<file path="src/ldbdc_map.svh">
// Purpose: offsets, field positions, reset values and timing counts
// Assumes: 100 MHz block clock, 32-bit APB register words
// Notes:   per-mille levels, 1000 = full-scale LED current
`ifndef LDBDC_MAP_SVH
`define LDBDC_MAP_SVH

// ********************************
// register offsets
// ********************************
`define LDBDC_OFS_CTRL      12'h000
`define LDBDC_OFS_STATUS    12'h004
`define LDBDC_OFS_PRESENT   12'h008
`define LDBDC_OFS_LEVEL     12'h00C

// ********************************
// field positions and reset values
// ********************************
`define LDBDC_CTRL_EN_BIT   0
`define LDBDC_CTRL_RST      32'h0000_0001
`define LDBDC_ST_SHDN_BIT   4
`define LDBDC_ST_TEST_BIT   5
`define LDBDC_ST_OVPL_BIT   6
`define LDBDC_ST_LS_BIT     7
`define LDBDC_LV_MODE_LSB   16

// ********************************
// timing
// ********************************
`define LDBDC_CLK_KHZ       100000
`define LDBDC_OSC_KHZ       1000
`define LDBDC_OSC_CYC       (`LDBDC_CLK_KHZ / `LDBDC_OSC_KHZ)
`define LDBDC_DET_NS        2000
`define LDBDC_DET_CYC       ((`LDBDC_DET_NS * (`LDBDC_CLK_KHZ / 1000) + 999) / 1000)
`define LDBDC_ACT_US        200
`define LDBDC_ACT_CYC       (`LDBDC_ACT_US * (`LDBDC_CLK_KHZ / 1000))

// ********************************
// brightness levels, per mille
// ********************************
`define LDBDC_PM_FULL       10'h3E8
`define LDBDC_PM_MIN        10'h096
`define LDBDC_PM_SHDN_DUTY  10'h032
`define LDBDC_PM3_1         10'h08F
`define LDBDC_PM3_2         10'h10A
`define LDBDC_PM3_3         10'h1AD
`define LDBDC_PM3_4         10'h23B
`define LDBDC_PM3_5         10'h2CA
`define LDBDC_PM3_6         10'h359
`define LDBDC_PM2_1         10'h14D
`define LDBDC_PM2_2         10'h29B

`endif

</file>
<file path="src/ldbdc_pkg.sv">
// Purpose: types shared by the LED boost and dimming control
// Assumes: nothing beyond the map header
// Notes:   none
package ldbdc_pkg;

    // ********************************
    // sequencer states and dimming modes
    // ********************************
    typedef enum logic [2:0] {
        ST_OFF,
        ST_RAMP,
        ST_DETECT,
        ST_WAIT,
        ST_RUN,
        ST_TEST
    } ldbdc_state_t;

    typedef enum logic [2:0] {
        DM_PAR3,
        DM_PAR2,
        DM_DUTY,
        DM_ANALOG
    } ldbdc_dmode_t;

    // ********************************
    // bundled signals
    // ********************************
    typedef struct packed {
        logic mode;
        logic dim_a;
        logic dim_b;
        logic dim_c;
        logic sel_hi;
        logic sel_lo;
        logic full_scale_current_set_gnd;
    } ldbdc_strap_t;

    typedef struct packed {
        logic ls_on;
        logic rect_on;
    } ldbdc_gate_t;

endpackage

</file>
<file path="src/ldbdc_top.sv">
// Purpose: boost switch control, LED presence start-up, dimming decode
// Assumes: analog front end supplies comparator flags and per-mille codes
// Notes:   APB slave with zero wait states and registered answers
//
// What this block does
// - ramp output to overvoltage level, stop switching, then test channels
// - channel under detection threshold at test is absent, left out of feedback
// - channel above detection threshold, even shorted high, counts as LED
// - after the test, switching restarts when weakest active drop hits threshold
// - feedback is the minimum drop over active channels against reference
// - oscillator rise starts on-time only if comparator, overcurrent, OV low
// - on-time ends on comparator high, overcurrent or oscillator fall
// - overvoltage turns both switches off until low, comparator low, next rise
// - regulator starts after lockout clears and reference ready, unless shut down
// - mode high, first input duty sets current at either third input level
// - duty mode shuts down below five percent duty while third input low
// - mode, first, third high, second input level sets brightness
// - analog mode shuts down when first and second inputs both low
// - mode low decodes 3-bit code, first input MSB, third LSB
// - mode high, third low decodes 2-bit code, first MSB, second LSB
// - parallel modes shut down when all inputs low, wake on any high
// - 3-bit codes 1 to 7 map to seven rising brightness steps
// - 2-bit codes 1 to 3 map to third, two thirds and full current
// - subset input is three-level, each level enabling its own group
// - high enables all, low lower group, middle upper group
// - grounded setting pin gives test mode, no switching, inputs ignored
// - continuous dimming stays between minimum fraction and full scale
//
// Chosen here: the APB register port and the register addresses.
`timescale 1ns/1ps
`include "ldbdc_map.svh"

module ldbdc_top #(
    parameter int NCH     = 8,
    parameter int LOW_GRP = 5,
    parameter int ACT_CYC = `LDBDC_ACT_CYC
) (
    // clock and reset
    input  wire logic            CLK_I,
    input  wire logic            RST_I,
    // apb slave
    input  wire logic            PSEL_I,
    input  wire logic            PENABLE_I,
    input  wire logic            PWRITE_I,
    input  wire logic [11:0]     PADDR_I,
    input  wire logic [31:0]     PWDATA_I,
    output logic      [31:0]     PRDATA_O,
    output logic                 PREADY_O,
    output logic                 PSLVERR_O,
    // supply and analog flags
    input  wire logic            UNDERVOLTAGE_LOCKOUT_OK_I,
    input  wire logic            REF_RDY_I,
    input  wire logic            OVP_HI_I,
    input  wire logic            OVP_BELOW_FALL_I,
    input  wire logic            SUM_CMP_I,
    input  wire logic            OVERCUR_I,
    input  wire logic [NCH-1:0]  CH_PRESENT_I,
    input  wire logic [NCH-1:0]  CH_REG_LOW_I,
    // dimming and strap pins
    input  wire logic            MODE_I,
    input  wire logic            DIM_A_I,
    input  wire logic            DIM_B_I,
    input  wire logic            DIM_C_I,
    input  wire logic            SEL_HI_I,
    input  wire logic            SEL_LO_I,
    input  wire logic            FULL_SCALE_CURRENT_SET_GND_I,
    input  wire logic [9:0]      DUTY_PM_I,
    input  wire logic [9:0]      LEVEL_PM_I,
    // switch and sink control
    output logic                 LS_GATE_O,
    output logic                 RECT_GATE_O,
    output logic [NCH-1:0]       SINK_EN_O,
    output logic [NCH-1:0]       FB_MASK_O,
    output logic [9:0]           BRIGHT_PM_O,
    output logic                 TEST_MODE_O,
    output logic                 SHDN_O
);

    localparam int OSC_CYC = `LDBDC_OSC_CYC;
    localparam int DET_CYC = `LDBDC_DET_CYC;
    localparam int OW      = $clog2(OSC_CYC);
    localparam int DW      = $clog2(DET_CYC + 1);
    localparam int AW      = $clog2(ACT_CYC + 1);
    localparam logic [OW-1:0] OSC_LAST = OW'(OSC_CYC - 1);
    localparam logic [OW-1:0] OSC_HALF = OW'(OSC_CYC / 2);
    localparam logic [DW-1:0] DET_LAST = DW'(DET_CYC);
    localparam logic [AW-1:0] ACT_LAST = AW'(ACT_CYC);
    localparam logic [31:0]   CTRL_RST = `LDBDC_CTRL_RST;

    // ********************************
    // strap synchroniser
    // ********************************
    ldbdc_pkg::ldbdc_strap_t strap_in;
    ldbdc_pkg::ldbdc_strap_t strap_m_r;
    ldbdc_pkg::ldbdc_strap_t strap_r;
    logic                    dim_a_d_r;

    assign strap_in = '{MODE_I, DIM_A_I, DIM_B_I, DIM_C_I,
                        SEL_HI_I, SEL_LO_I, FULL_SCALE_CURRENT_SET_GND_I};

    always_ff @(posedge CLK_I) begin
        if (RST_I) begin
            strap_m_r <= '0;
            strap_r   <= '0;
            dim_a_d_r <= 1'b0;
        end else begin
            strap_m_r <= strap_in;
            strap_r   <= strap_m_r;
            dim_a_d_r <= strap_r.dim_a;
        end
    end

    // ********************************
    // oscillator divider
    // ********************************
    logic [OW-1:0] osc_cnt_r;
    wire           osc_rise = (osc_cnt_r == '0);
    wire           osc_fall = (osc_cnt_r == OSC_HALF);

    always_ff @(posedge CLK_I) begin
        if (RST_I || osc_cnt_r == OSC_LAST)
            osc_cnt_r <= '0;
        else
            osc_cnt_r <= osc_cnt_r + 1'b1;
    end

    // ********************************
    // first dimming input activity
    // ********************************
    logic [AW-1:0] act_cnt_r;
    wire           a_edge   = strap_r.dim_a ^ dim_a_d_r;
    wire           a_active = (act_cnt_r != ACT_LAST);

    always_ff @(posedge CLK_I) begin
        if (RST_I)
            act_cnt_r <= ACT_LAST;
        else if (a_edge)
            act_cnt_r <= '0;
        else if (a_active)
            act_cnt_r <= act_cnt_r + 1'b1;
    end

    // ********************************
    // dimming decode
    // ********************************
    wire [2:0] code3 = {strap_r.dim_a, strap_r.dim_b, strap_r.dim_c};
    wire [1:0] code2 = {strap_r.dim_a, strap_r.dim_b};
    ldbdc_pkg::ldbdc_dmode_t dmode;
    logic [9:0] lvl3;
    logic [9:0] lvl2;
    logic [9:0] lvl_cont;
    logic [9:0] lvl_sel;
    logic       dim_shdn;

    assign dmode = !strap_r.mode ? ldbdc_pkg::DM_PAR3 :
                   a_active      ? ldbdc_pkg::DM_DUTY :
                   strap_r.dim_c ? ldbdc_pkg::DM_ANALOG :
                                   ldbdc_pkg::DM_PAR2;

    always_comb begin
        case (code3)
            3'h1:    lvl3 = `LDBDC_PM3_1;
            3'h2:    lvl3 = `LDBDC_PM3_2;
            3'h3:    lvl3 = `LDBDC_PM3_3;
            3'h4:    lvl3 = `LDBDC_PM3_4;
            3'h5:    lvl3 = `LDBDC_PM3_5;
            3'h6:    lvl3 = `LDBDC_PM3_6;
            3'h7:    lvl3 = `LDBDC_PM_FULL;
            default: lvl3 = 10'h000;
        endcase
        case (code2)
            2'h1:    lvl2 = `LDBDC_PM2_1;
            2'h2:    lvl2 = `LDBDC_PM2_2;
            2'h3:    lvl2 = `LDBDC_PM_FULL;
            default: lvl2 = 10'h000;
        endcase
    end

    wire [9:0] cont_raw = (dmode == ldbdc_pkg::DM_DUTY) ? DUTY_PM_I
                                                        : LEVEL_PM_I;
    // continuous modes clamp into the supported band
    assign lvl_cont = (cont_raw < `LDBDC_PM_MIN)  ? `LDBDC_PM_MIN :
                      (cont_raw > `LDBDC_PM_FULL) ? `LDBDC_PM_FULL :
                                                    cont_raw;

    assign lvl_sel = (dmode == ldbdc_pkg::DM_PAR3) ? lvl3 :
                     (dmode == ldbdc_pkg::DM_PAR2) ? lvl2 : lvl_cont;

    always_comb begin
        case (dmode)
            ldbdc_pkg::DM_PAR3,
            ldbdc_pkg::DM_PAR2:
                dim_shdn = (code3 == 3'h0);
            ldbdc_pkg::DM_DUTY:
                dim_shdn = (DUTY_PM_I < `LDBDC_PM_SHDN_DUTY)
                           && !strap_r.dim_c;
            ldbdc_pkg::DM_ANALOG:
                dim_shdn = !strap_r.dim_a && !strap_r.dim_b;
            default:
                dim_shdn = 1'b1;
        endcase
    end

    // ********************************
    // channel subset select
    // ********************************
    logic [NCH-1:0] sel_mask;

    generate
        for (genvar i = 0; i < NCH; i++) begin : g_sel
            // high: all, low: lower group, middle: upper group
            assign sel_mask[i] = strap_r.sel_hi ||
                                 (strap_r.sel_lo ? (i < LOW_GRP)
                                                 : (i >= LOW_GRP));
        end
    endgenerate

    // ********************************
    // control register
    // ********************************
    logic           ctrl_en_r;
    logic [NCH-1:0] present_r;

    // ********************************
    // start-up sequencer
    // ********************************
    ldbdc_pkg::ldbdc_state_t state_r;
    ldbdc_pkg::ldbdc_state_t state_nxt;
    logic [DW-1:0] det_cnt_r;
    wire           det_done = (det_cnt_r == DET_LAST);
    wire           test_req = strap_r.full_scale_current_set_gnd;
    wire           go_ok    = UNDERVOLTAGE_LOCKOUT_OK_I && REF_RDY_I && ctrl_en_r
                              && !dim_shdn;
    wire           fb_low   = |(CH_REG_LOW_I & present_r);

    always_comb begin
        state_nxt = state_r;
        case (state_r)
            ldbdc_pkg::ST_OFF:
                if (test_req)
                    state_nxt = ldbdc_pkg::ST_TEST;
                else if (go_ok)
                    state_nxt = ldbdc_pkg::ST_RAMP;
            ldbdc_pkg::ST_RAMP:
                if (OVP_HI_I)
                    state_nxt = ldbdc_pkg::ST_DETECT;
            ldbdc_pkg::ST_DETECT:
                if (det_done)
                    state_nxt = ldbdc_pkg::ST_WAIT;
            ldbdc_pkg::ST_WAIT:
                if (fb_low)
                    state_nxt = ldbdc_pkg::ST_RUN;
            ldbdc_pkg::ST_RUN:
                state_nxt = state_r;
            ldbdc_pkg::ST_TEST:
                if (!test_req)
                    state_nxt = ldbdc_pkg::ST_OFF;
            default:
                state_nxt = ldbdc_pkg::ST_OFF;
        endcase
        if (state_r != ldbdc_pkg::ST_TEST && state_r != ldbdc_pkg::ST_OFF
            && (test_req || !go_ok))
            state_nxt = ldbdc_pkg::ST_OFF;
    end

    always_ff @(posedge CLK_I) begin
        if (RST_I)
            state_r <= ldbdc_pkg::ST_OFF;
        else
            state_r <= state_nxt;
    end

    always_ff @(posedge CLK_I) begin
        if (RST_I || state_r != ldbdc_pkg::ST_DETECT)
            det_cnt_r <= '0;
        else if (!det_done)
            det_cnt_r <= det_cnt_r + 1'b1;
    end

    // presence: above threshold, shorted high included, counts as LED
    always_ff @(posedge CLK_I) begin
        if (RST_I || state_r == ldbdc_pkg::ST_OFF)
            present_r <= '0;
        else if (state_r == ldbdc_pkg::ST_DETECT && det_done)
            present_r <= CH_PRESENT_I & sel_mask;
    end

    // ********************************
    // switch cycle control
    // ********************************
    logic ovp_lock_r;
    logic ovp_lock_nxt;
    ldbdc_pkg::ldbdc_gate_t gate_r;
    ldbdc_pkg::ldbdc_gate_t gate_nxt;
    wire  sw_allowed = (state_r == ldbdc_pkg::ST_RAMP)
                       || (state_r == ldbdc_pkg::ST_RUN);
    wire  lock_clear = osc_rise && OVP_BELOW_FALL_I && !SUM_CMP_I;
    wire  start_ok   = osc_rise && !SUM_CMP_I && !OVERCUR_I && !OVP_HI_I;
    wire  end_on     = SUM_CMP_I || OVERCUR_I || osc_fall;

    assign ovp_lock_nxt = OVP_HI_I ? 1'b1 :
                          lock_clear ? 1'b0 : ovp_lock_r;

    always_comb begin
        gate_nxt = gate_r;
        if (!sw_allowed || OVP_HI_I || (ovp_lock_r && !lock_clear)) begin
            gate_nxt = '0;
        end else if (start_ok) begin
            gate_nxt = '{ls_on: 1'b1, rect_on: 1'b0};
        end else if (gate_r.ls_on && end_on) begin
            gate_nxt = '{ls_on: 1'b0, rect_on: 1'b1};
        end else if (!gate_r.ls_on) begin
            gate_nxt.rect_on = 1'b1;
        end
    end

    always_ff @(posedge CLK_I) begin
        if (RST_I) begin
            gate_r     <= '0;
            ovp_lock_r <= 1'b0;
        end else begin
            gate_r     <= gate_nxt;
            ovp_lock_r <= ovp_lock_nxt;
        end
    end

    // ********************************
    // sink, feedback and level outputs
    // ********************************
    logic [NCH-1:0] sink_r;
    logic [NCH-1:0] fb_r;
    logic [9:0]     bright_r;
    logic           test_r;
    logic           shdn_r;

    always_ff @(posedge CLK_I) begin
        if (RST_I) begin
            sink_r   <= '0;
            fb_r     <= '0;
            bright_r <= 10'h000;
            test_r   <= 1'b0;
            shdn_r   <= 1'b1;
        end else begin
            case (state_r)
                ldbdc_pkg::ST_DETECT,
                ldbdc_pkg::ST_TEST: sink_r <= sel_mask;
                ldbdc_pkg::ST_WAIT,
                ldbdc_pkg::ST_RUN:  sink_r <= present_r;
                default:            sink_r <= '0;
            endcase
            fb_r     <= present_r;
            test_r   <= (state_r == ldbdc_pkg::ST_TEST);
            shdn_r   <= dim_shdn && !test_req;
            bright_r <= test_req ? 10'h000 : lvl_sel;
        end
    end

    // ********************************
    // apb slave
    // ********************************
    wire        setup  = PSEL_I && !PENABLE_I;
    wire        wr_acc = PSEL_I && PENABLE_I && PREADY_O && PWRITE_I;
    wire        hit_ctrl = (PADDR_I == `LDBDC_OFS_CTRL);
    wire        hit_any  = hit_ctrl || (PADDR_I == `LDBDC_OFS_STATUS)
                           || (PADDR_I == `LDBDC_OFS_PRESENT)
                           || (PADDR_I == `LDBDC_OFS_LEVEL);
    wire [31:0] st_word = {24'h0, gate_r.ls_on, ovp_lock_r, test_r,
                           shdn_r, 1'b0, 3'(state_r)};
    wire [31:0] lv_word = {13'h0, 3'(dmode), 6'h0, bright_r};
    wire [31:0] rd_mux  =
        hit_ctrl                          ? {31'h0, ctrl_en_r} :
        (PADDR_I == `LDBDC_OFS_STATUS)    ? st_word :
        (PADDR_I == `LDBDC_OFS_PRESENT)   ? 32'(present_r) :
        (PADDR_I == `LDBDC_OFS_LEVEL)     ? lv_word : 32'h0000_0000;

    always_ff @(posedge CLK_I) begin
        if (RST_I) begin
            PREADY_O  <= 1'b0;
            PSLVERR_O <= 1'b0;
            PRDATA_O  <= 32'h0000_0000;
            ctrl_en_r <= CTRL_RST[`LDBDC_CTRL_EN_BIT];
        end else begin
            PREADY_O  <= setup;
            PSLVERR_O <= setup && !hit_any;
            if (setup && !PWRITE_I)
                PRDATA_O <= rd_mux;
            if (wr_acc && hit_ctrl)
                ctrl_en_r <= PWDATA_I[`LDBDC_CTRL_EN_BIT];
        end
    end

    assign LS_GATE_O   = gate_r.ls_on;
    assign RECT_GATE_O = gate_r.rect_on;
    assign SINK_EN_O   = sink_r;
    assign FB_MASK_O   = fb_r;
    assign BRIGHT_PM_O = bright_r;
    assign TEST_MODE_O = test_r;
    assign SHDN_O      = shdn_r;
endmodule

</file>
<file path="config.mk">
export PLATFORM = sky130hd
export DESIGN_NAME = ldbdc_top
export DESIGN_NICKNAME = d
export VERILOG_FILES = /design/src/ldbdc_pkg.sv /design/src/ldbdc_top.sv
export VERILOG_INCLUDE_DIRS = /design/src
export SDC_FILE = /design/constraint.sdc
export NUM_CORES = 1
export LEC_CHECK = 0
export ABC_CLOCK_PERIOD_IN_PS = 1800
export BUFFER_PORTS_ARGS = -buffer_cell sky130_fd_sc_hd__buf_4
export CAP_MARGIN = 20
export CORE_ASPECT_RATIO = 0.5
export CORE_MARGIN = 2
export CORE_UTILIZATION = 33
export CTS_CLUSTER_SIZE = 14
export DETAILED_ROUTE_END_ITERATION = 7
export SLEW_MARGIN = 20
export SYNTH_ARGS = -nofsm -noshare
export SYNTH_HDL_FRONTEND = slang
export SYNTH_SLANG_ARGS = --single-unit
</file>
<file path="constraint.sdc">
create_clock -name CLK_I -period 1.8 [get_ports CLK_I]
set_input_delay 0.18 -clock CLK_I [delete_from_list [all_inputs] [get_ports CLK_I]]
set_output_delay 0.18 -clock CLK_I [all_outputs]
set_load 0.05 [all_outputs]
</file>
======== After elaboration in Yosys (flattened, before gate mapping) ========
Cells that the tools add are included.
word-level totals
  flip-flop bits (word level) ............. 122
  memories ................................ 0
  word-level logic and storage cells ...... 179
  output and inout bits ................... 64
  memory bits (writable) .................. 0
  bits in latches ......................... 0
  bits in read-only memories .............. 0
operators by class
  reduce and logical (&&, ||, !) cells .... 70
  add/sub/neg operators ................... 3
  bitwise gates (word level) .............. 4
  eq/ne operators ......................... 33
  multiply operators ...................... 0
  divide/modulo/power cells ............... 0
  shift-type cells ........................ 0
  $lt $le $gt $ge ......................... 3
  muxes and demuxes ....................... 33
operator list
  operator                                                      number
  2-to-1 mux 18 bit                                             4
  one-hot mux 10 bit (7 select lines)                           1
  2-to-1 mux 10 bit                                             5
  2-to-1 mux 15 bit                                             2
  one-hot mux 10 bit (3 select lines)                           1
  equality test 12 x 4 -> 1 bit (second input constant)         2
  logical AND 1 bit                                             23
  equality test 3 bit (second input constant)                   6
  2-to-1 mux 3 bit                                              6
  one-hot mux 3 bit (6 select lines)                            1
  AND 8 bit                                                     2
  one-hot mux 8 bit (2 select lines)                            1
  adder 15 x 1 -> 15 bit (second input constant)                1
  inequality test 15 bit (second input constant)                1
  zero test 1 bit                                               14
  logical OR 1 bit                                              14
  OR reduction 2 bit                                            7
  equality test 12 x 3 -> 1 bit (second input constant)         1
  equality test 3 x 2 -> 1 bit (second input constant)          4
  zero test 12 bit                                              1
  > comparator 10 bit (second input constant)                   1
  less-than comparator 10 x 6 -> 1 bit (second input constant)  1
  less-than comparator 10 x 8 -> 1 bit (second input constant)  1
  zero test 3 bit                                               3
  23 further kinds                                              43

======== Logic depth before layout (Yosys ltp) ========
Gate-level depths: netlist of run 1.
  depth in word-level cells ............... 12
  depth in mapped cells ................... 8

======== Least setup slack after synthesis of run 1 ========
Ideal clock, no wire load.
  path type ............................... reg-to-reg
  start point ............................. register act_cnt_r[0]
  end point ............................... register bright_r[7] (netlist: BRIGHT_PM_O[7])
  path slack .............................. -11 ps
  path buffers ............................ 0
  cell stages (with the launch flop) ...... 8
  arrival time ............................ 1,692 ps
  cell sequence ........................... dfxtp_1 inv_1 ha_1 and4bb_2 and4_1 or4_1 a21oi_1 nor3_1
on the way
  cells in the longest elaborated chain, start to end .. 10
  elaborated cells between the ends (all ways) .. 13
  classes of those cells .................. order compare (2); eq/ne (3); mux (7); reduce/logical (1)
ends and longest elaborated chain
  element                        line              source
  start: declaration             ldbdc_top.sv:130  logic [AW-1:0] act_cnt_r;
  start signal: assignment       ldbdc_top.sv:140  act_cnt_r <= act_cnt_r + 1'b1;
  inequality test 15 bit *       ldbdc_top.sv:132  wire a_active = (act_cnt_r != ACT_LAST);
  2-to-1 mux 2 bit *             ldbdc_top.sv:156  a_active ? ldbdc_pkg::DM_DUTY :
  2-to-1 mux 2 bit *             ldbdc_top.sv:155  assign dmode = !strap_r.mode ? ldbdc_pkg::DM_PAR3 :
  equality test 2 bit            ldbdc_top.sv:179  wire [9:0] cont_raw = (dmode == ldbdc_pkg::DM_DUTY) ? DUTY_PM_I
  2-to-1 mux 10 bit              ldbdc_top.sv:179
  > comparator 10 bit (no line)  n/a
  2-to-1 mux 10 bit              ldbdc_top.sv:183  (cont_raw > `LDBDC_PM_FULL) ? `LDBDC_PM_FULL :
  2-to-1 mux 10 bit              ldbdc_top.sv:182  assign lvl_cont = (cont_raw < `LDBDC_PM_MIN) ? `LDBDC_PM_MIN :
  2-to-1 mux 10 bit              ldbdc_top.sv:187  (dmode == ldbdc_pkg::DM_PAR2) ? lvl2 : lvl_cont;
  2-to-1 mux 10 bit *            ldbdc_top.sv:186  assign lvl_sel = (dmode == ldbdc_pkg::DM_PAR3) ? lvl3 :
  end signal: assignment         ldbdc_top.sv:354  bright_r <= test_req ? 10'h000 : lvl_sel;
  end: declaration               ldbdc_top.sv:332  logic [9:0] bright_r;
Mark *: on every way between the ends. The rest lies on a longest branch, timed or not.
A chain may end at the register's enable or synchronous reset.

======== Final worst setup path of run 1 ========
  start point ............................. register act_cnt_r[1]
  end point ............................... register bright_r[9] (netlist: BRIGHT_PM_O[9])
Same word-level chain as after synthesis.

==> metrics.txt, run 1 <==
die area=16000 µm²; Crit Path Class=flop to flop; fraction of registers with async set/reset=0%; Sink Count=102; number of global-route vias before repair=4284; Post-synth top cells=dfxtp_1 (102), nor2_1 (60), a21oi_1 (37); Inserted Clock Buffers=9; Total GRT Usage=17.3%; drt wl/cell=15.1 µm; routed length on met2=6.24 mm; final hold vios=0; via count=4539; CTS Hold Buffers Added=0; num ports=162; Net Sw Frac=30.8%; GP Congestion=0.868; worst setup margin=-63.7 ps; pre-CTS setup slack=-50.5 ps; initial antenna violation count=0; port bufs=110; synthesis-to-finish area growth=33.1%; fin nets=815; top cell type's share of synthesized area=41.5%; synth top area cells=dfxtp_1 (42%), nor2_1 (4.6%), a21oi_1 (3.8%), nor2b_1 (3.4%), buf_4 (3.2%); H-tree depth=3; CTS tree=done; Worst-Skew Late Latency=350 ps; clock root buffer=clkbuf_16; Synth Instances=566; Reg2Reg Depth=9; Psw=1.71 mW; final worst path period share=104%; row count=31; Antenna Violating Nets Remaining=0; Final setup viols=3; Min-Delay Path Class=primary input to flop; clock power share=33.0%; Post-Syn Area=4920 µm²; failing checks=negative setup slack; share of cells above drive strength 1=30.3%; crit path time final=1860 ps; Starting Density=33.9%; Initial DRC Count=251; critical path fanouts, max=4; crit end category=flop; WL met3=662 µm; largest net degree at the start of global routing=33; Congestion Overflow GR=0; fin cells=908; unrepaired setup endpoints after global routing=true; placed cell count=891; total internal power=3.85 mW; cell taking the most area after synthesis=dfxtp_1; Slew Limit Fails=0; global-route wire length before repair=22.0 mm; P_leak=2.76 nW; register area share after synthesis=41.5%; worst endpoint required time=2030 ps; Netlist cell types=65; sequential power share=43.5%; Diodes inserted=0; maxcap violations=0; die width=177 µm; most frequent cell after synthesis=dfxtp_1; number of synthesized register bits=102; pwr dens=849 nW/µm²; setup tns final=-152 ps; Mapped Avg Cell Area=8.69 µm²; Vias/cell=5.00; hold path cells=2; clk_skew=12.7 ps; outcome=complete, but fails checks; Pre-antenna DRT Iters=6; Syn. warnings=0; M1 WL=6.66 mm; Die Span Y=90.3 µm; Max Fclk=0.537 GHz; number of synthesized flops with an enable pin=0; worst ir drop on vdd=0.000455 V; drc violations=0; Layout Utilization=45.2%; Comb power frac=23.5%; Longest Clk Path Bufs=2; crit path DAT=2100 ps; hpwl dp=10.6 mm; top_reg_cell synth=dfxtp_1; Setup crit start kind=flop; max layer used=met4; core area=14500 µm²; WL final=13.7 mm; Clock Pin Slew Worst Setup and Hold Paths=70 ps
-- cell type report --
type	count	area, µm²
Fill cell	1469	7960
Multi-Input combinational cell	419	2710
Timing Repair Buffer	158	1210
Clock buffer	10	229
Tap cell	198	248
Sequential cell	102	2050
Clock inverter	6	47.5
Inverter	15	58.8
-- power groups by stage --
stage	registers, mW	clock network [mW]	logic (mW)
2_1_floorplan	2.56	0	0.686
3_3_place_gp	2.47	0	1.21
3_5_place_dp	2.47	0	1.21
4_1_cts	2.42	1.88	1.24
5_1_grt	2.43	1.98	1.42
6_report	2.42	1.83	1.31
-- worst paths after layout --
check,from,to,slack (ps)
setup / recovery,act_cnt_r[1],BRIGHT_PM_O[9],-60
hold reg to reg,strap_m_r[2],strap_r[2],430
setup reg to reg,act_cnt_r[1],BRIGHT_PM_O[9],-60
hold / removal,PENABLE_I,PREADY_O,30
-- flip-flops by register name, indices dropped and copies added (netlist names), 2 cells and up --
name,cells
det_cnt_r,8
SINK_EN_O,8
present_r,8
strap_m_r,7
FB_MASK_O,8
act_cnt_r,15
BRIGHT_PM_O,10
PRDATA_O,12
state_r,3
osc_cnt_r,7
code2,2
strap_r,3
-- cell usage in the layout (no fill, tap or decap), types with 10 or more instances in the layout --
master / instances
o21ai_0: 17
xor2_1: 13
ha_1: 11
dfxtp_1: 97
a21oi_1: 36
nand2_1: 32
buf_4: 153
inv_1: 11
nor2_1: 59
nor2b_1: 27
nand3_1: 26
nor3_1: 17
conb_1: 20
a22oi_1: 10
-- stage by stage --
stage / instance area (µm²) / power (mW) / hold WS (ps)
detailed placement: 6150 / 3.68 / 380
CTS: 6450 / 5.54 / 20.7
finish: 6550 / 5.56 / 25.3
global route: 6550 / 5.83 / 21.6
global placement: 6150 / 3.67 / 374
floorplan: 4990 / 3.24 / 264
-- repair_timing --
item                                    CTS  global route
gates cloned                              0             0
resized for setup                         8            23
setup buffers                             0             2
pin swaps                                 8            10
endpoints found under the setup margin    9            23
-- worst max-delay path, stage by stage (launching register included) --
cell and delay, ps:
dfxtp_2 330, inv_2 50, ha_2 140, and4bb_2 280
nand4_1 190, buf_6 190, buf_6 110, mux2_4 290
a21oi_2 130, nor2_1 50
-- layer usage --
metal	global-route usage, %	up-vias
li1	-	2259
met3	3.20	16
met4	3.93	0
met5	0	-
met1	24.3	2140
met2	27.4	124
-- logic make-up (layout without fill, tap and decap cells) --
kind of cell	Yosys count	after routing	synth area share [%]
simple gates	227	227	24.8
compound gates	123	123	16.6
other cells	1	20	0.0762
xor+xnor	22	22	3.92
flops	102	102	41.5
buf+inv	64	189	6.56
mux	15	15	3.48
fa+ha+maj	12	12	3.05
No activity file was read; power rests on OpenSTA's default activity.
==> inputs of run 2 (changes only) <==
--- a/config.mk
+++ b/config.mk
@@ -11,9 +11,10 @@
 export CAP_MARGIN = 20
 export CORE_ASPECT_RATIO = 0.5
 export CORE_MARGIN = 2
-export CORE_UTILIZATION = 33
+export CORE_UTILIZATION = 46
 export CTS_CLUSTER_SIZE = 14
 export DETAILED_ROUTE_END_ITERATION = 7
+export PLACE_DENSITY = 0.77
 export SLEW_MARGIN = 20
 export SYNTH_ARGS = -nofsm -noshare
 export SYNTH_HDL_FRONTEND = slang
==> metrics.txt, run 2 (same netlist as run 1, synthesis figures left out) <==
global-route wire length before repair=21.0 mm; drc violations=0; Final setup viols=0; die width=150 µm; Net Sw Frac=28.4%; Hold Path Sink=PREADY_O; Diodes inserted=0; most used cell, CP=buf_6; Initial DRC Count=334; Setup crit start kind=flop; Final Power=5.84 mW; unrepaired setup endpoints after global routing=true; Comb power frac=23.2%; total internal power=4.18 mW; FF-to-FF End=BRIGHT_PM_O[9]; hold path start=PENABLE_I; Crit-path slowest cell=dfxtp_2; Starting Density=47.7%; outcome=complete, no violations; hpwl dp=10.0 mm; port bufs=110; Inserted Clock Buffers=9; crit path DAT=2030 ps; setup tns final=0 ps; flop-to-flop setup slack=5 ps; commonest non-fill, non-tap cell in the layout=buf_4; max reg flops=15; P_leak=2.79 nW; largest net degree at the start of global routing=27; Slew Limit Fails=0; most frequent cells in the layout=buf_4 (156), dfxtp_1 (97), nor2_1 (60); via count=4689; final worst path period share=99.7%; synthesis-to-finish area growth=32.1%; actual slew at the worst max-slew pin=579 ps; Worst-Skew Late Latency=350 ps; Post-DP Area=6050 µm²; number of global-route vias before repair=4319; Total GRT Usage=23.2%; Min-Delay Path Class=primary input to flop; crit path time final=1800 ps; die area=11600 µm²; CP cell instances=inv_2, ha_4, and4bb_4, nand4_1, buf_6, buf_6, mux2_4, a21oi_2, nor2_1; critical path's top delay family=simple AND/OR/NAND/NOR gates; Pre-antenna DRT Iters=5; fin nets=817; Slew HR=61.2%; placed cell count=829; hold path cells=2; clock power share=35.4%; maxcap violations=0; row count=26; cell area after layout=6500 µm²; Congestion Overflow GR=0; Longest Clk Path Bufs=2; Crit Path Class=flop to flop; Vias/cell=5.52; share of cells above drive strength 1=29.9%; R2R Path Start=act_cnt_r[1]; initial antenna violation count=0; Psw=1.66 mW; crit end category=flop; Reg with most FFs=act_cnt_r; Max Fclk=0.557 GHz; CTS tree=done; critical path fanouts, max=5; Sink Count=102; sequential power share=41.4%; Buffers & Inverters on Critical Path=3; pwr dens=898 nW/µm²; core area=10300 µm²; WL final=13.4 mm; Layout Utilization=63.0%; worst ir drop on vdd=0.000479 V; Reg2Reg Depth=9; worst endpoint required time=2030 ps; Antenna Violating Nets Remaining=0; num ports=162; fin cells=850; Die Span Y=77.1 µm; Clock Pin Slew Worst Setup and Hold Paths=70 ps; final hold vios=0; CP max stage delay=320 ps; H-tree depth=3; GP Congestion=0.941; drt wl/cell=15.7 µm; clock root buffer=clkbuf_16; clk_skew=9.25 ps
run 2: stage by stage:
step / setup WS [ps] / hold WS, ps
finish: 4.87 / 15.6
detailed placement: -132 / 373
global placement: -44.0 / 372
CTS: 3.02 / 11.0
global route: -65.8 / 14.4
floorplan: 26.9 / 264
run 2: per-layer routing:
metal	track usage, %	vias to the layer above	share of wire [%]
li1	-	2260	-
met1	28.8	2203	43
met2	37.9	195	47
met3	6.85	31	7.8
met4	8.77	0	2.3
met5	0	-	0
run 2: final cells by class:
cell class                 count  area, µm²
inverter                      15       56.3
timing repair buffer         160       1220
sequential                   102       2050
clock buffer                  11        243
clock inverter                 3       68.8
tap                          140        175
fill                         865       3810
multi-input combinational    419       2690
run 2: worst max-delay path by stage:
stage | startpoint | end | slack (ps) | cells after the start
2_1_floorplan | act_cnt_r[1] | state_r[1] | 30 | 7
3_3_place_gp | act_cnt_r[1] | BRIGHT_PM_O[9] | -40 | 8
3_5_place_dp | act_cnt_r[1] | BRIGHT_PM_O[9] | -130 | 8
4_1_cts | act_cnt_r[1] | state_r[1] | 3 | 8
5_1_grt | act_cnt_r[1] | state_r[1] | -70 | 7
6_report | act_cnt_r[1] | BRIGHT_PM_O[9] | 5 | 9
run 2: power groups by stage:
stage / Sequential, mW / Clock, mW / Combinational, mW
final: 2.42 / 2.07 / 1.35
after global routing: 2.43 / 2.19 / 1.45
after CTS: 2.42 / 2.10 / 1.29
after detailed placement: 2.46 / 0 / 1.19
after global placement: 2.46 / 0 / 1.17
after floorplan: 2.56 / 0 / 0.686
run 2: timing repair:
| item | CTS | global route |
|---|---|---|
| endpoints found under the setup margin | 11 | 20 |
| resized for setup | 14 | 13 |
| buffers inserted | 4 | 3 |
| hold buffers | 0 | 0 |
| pin swaps | 6 | 7 |
run 2: worst register-to-register path: stages, from the launching register on:
cell      delay, ps
dfxtp_2         320
inv_2            70
ha_4            130
and4bb_4        280
nand4_1         120
buf_6           170
buf_6           130
mux2_4          290
a21oi_2         110
nor2_1           50
==> inputs of run 3 (changes only) <==
--- a/config.mk
+++ b/config.mk
@@ -11,10 +11,11 @@
 export CAP_MARGIN = 20
 export CORE_ASPECT_RATIO = 0.5
 export CORE_MARGIN = 2
-export CORE_UTILIZATION = 46
+export CORE_UTILIZATION = 47
+export CTS_BUF_LIST = sky130_fd_sc_hd__clkbuf_8
 export CTS_CLUSTER_SIZE = 14
 export DETAILED_ROUTE_END_ITERATION = 7
-export PLACE_DENSITY = 0.77
+export PLACE_DENSITY = 0.78
 export SLEW_MARGIN = 20
 export SYNTH_ARGS = -nofsm -noshare
 export SYNTH_HDL_FRONTEND = slang
==> metrics.txt, run 3 (same netlist as run 1, synthesis figures left out) <==
Antenna Violating Nets Remaining=0; met2 Use GR=36.5%; most frequent cells in the layout=buf_4 (151), dfxtp_1 (97), nor2_1 (59); grt met1 use=30.3%; Total GRT Usage=22.6%; actual slew at the worst max-slew pin=506 ps; H-tree depth=3; Reg with most FFs=act_cnt_r; Final Power=5.16 mW; CP cell instances=inv_2, ha_4, and4bb_2, nand4_1, buf_6, o21ai_4, a211o_1, a221oi_2; Starting Density=48.3%; Diodes inserted=0; placed cell count=824; pwr dens=801 nW/µm²; Min Hold Slack=11.0 ps; CTS tree=done; Vias/cell=5.34; Initial DRC Count=355; row count=26; hpwl dp=9.55 mm; outcome=complete, but fails checks; Clock Pin Slew Worst Setup and Hold Paths=110 ps; synthesis-to-finish area growth=30.7%; clk_skew=11.8 ps; Slew HR=66.1%; Longest Clk Path Bufs=2; GR Layer Usage met3=5.99%; clock root buffer=clkbuf_8; final hold vios=0; initial antenna violation count=0; number of global-route vias before repair=4250; num ports=162; crit path DAT=2130 ps; setup tns final=-48.0 ps; drc violations=0; failing checks=negative setup slack; Layout Utilization=63.2%; drt wl/cell=15.3 µm; Sink Count=102; Die Span Y=76.3 µm; P_leak=2.73 nW; Pre-antenna DRT Iters=5; commonest non-fill, non-tap cell in the layout=buf_4; Worst-Skew Late Latency=380 ps; Min-Delay Path Class=primary input to flop; Final setup viols=3; maxcap violations=0; via count=4525; core area=10200 µm²; die width=149 µm; worst setup margin=-28.9 ps; largest net degree at the start of global routing=35; crit end category=flop; share of cells above drive strength 1=30.8%; port bufs=110; crit path time final=1830 ps; die area=11400 µm²; Max Fclk=0.547 GHz; Slew Limit Fails=0; CP max stage delay=350 ps; fin cells=848; GRT Max-Usage Layer=met2; Congestion Overflow GR=0; final worst path period share=102%; GP Congestion=0.954; Setup crit start kind=flop; worst ir drop on vdd=0.000356 V; global-route wire length before repair=20.7 mm; fillers=863; unrepaired setup endpoints after global routing=true; WL final=13.0 mm; max reg flops=15; Crit Path Class=flop to flop; Crit-path slowest cell=dfxtp_2; Inserted Clock Buffers=9; worst endpoint required time=2100 ps; fin nets=813; critical path fanouts, max=5
run 3: changes by cell type in the layout (fill, tap and decap cells not counted), sizes merged:
cell and change:
bufinv -2, clkinv +5, buf -6, clkbuf -2, dlygate4sd3 +2, inv +1
run 3: report_power, final:
group	switching [mW]	internal (mW)
clock	0.849	0.533
sequential	0.0732	2.35
combinational	0.787	0.563
total	1.71	3.45
run 3: worst max-delay path: cells and delay by family, from the launching register on:
| family | cells | cell delay (ps) |
|---|---|---|
| adders and majority gates | 1 | 140 |
| DFF | 1 | 350 |
| buffers and inverters | 2 | 210 |
| AOI/OAI and AO/OA | 3 | 660 |
| and+or+nand+nor | 2 | 390 |
run 3: repair_timing:
item,in CTS,in global routing
setup endpoints to repair,8,23
resized for setup,2,37
pin swaps,3,17
endpoints found under the hold margin,2,0
setup buffers,1,5
hold buffers,2,0
run 3: through the flow:
stage                     setup slack [ps]  instance area, µm²
after floorplan                       26.9                4990
after global placement               -7.43                6010
after detailed placement             -21.0                6010
after CTS                            -39.4                6240
after global routing                 -90.3                6430
final                                -28.9                6430
run 3: worst paths after layout:
check	start	to	slack, ps	cells past startpoint
setup / recovery	act_cnt_r[1]	state_r[1]	-30	8
hold / removal	PWDATA_I[0]	ctrl_en_r	10	3
setup reg to reg	act_cnt_r[1]	state_r[1]	-30	8
hold reg to reg	strap_m_r[0]	test_req	440	1
run 3: cell type report:
type,count,area [µm²],area share (%)
multi-input cells,419,2770,43.1
flip-flops and latches,102,2050,31.8
clock buffers,9,124,1.93
repair buffers,156,1190,18.5
well taps,140,175,2.72
clock inverters,7,67.6,1.05
inverters,15,56.3,0.875
run 3: layer usage:
layer  vias to the layer above  part of all wire, %
li1                       2247                    -
met2                       150                   46
met4                         0                  1.6
met1                      2111                   47
met5                         -                    0
met3                        17                  6.1
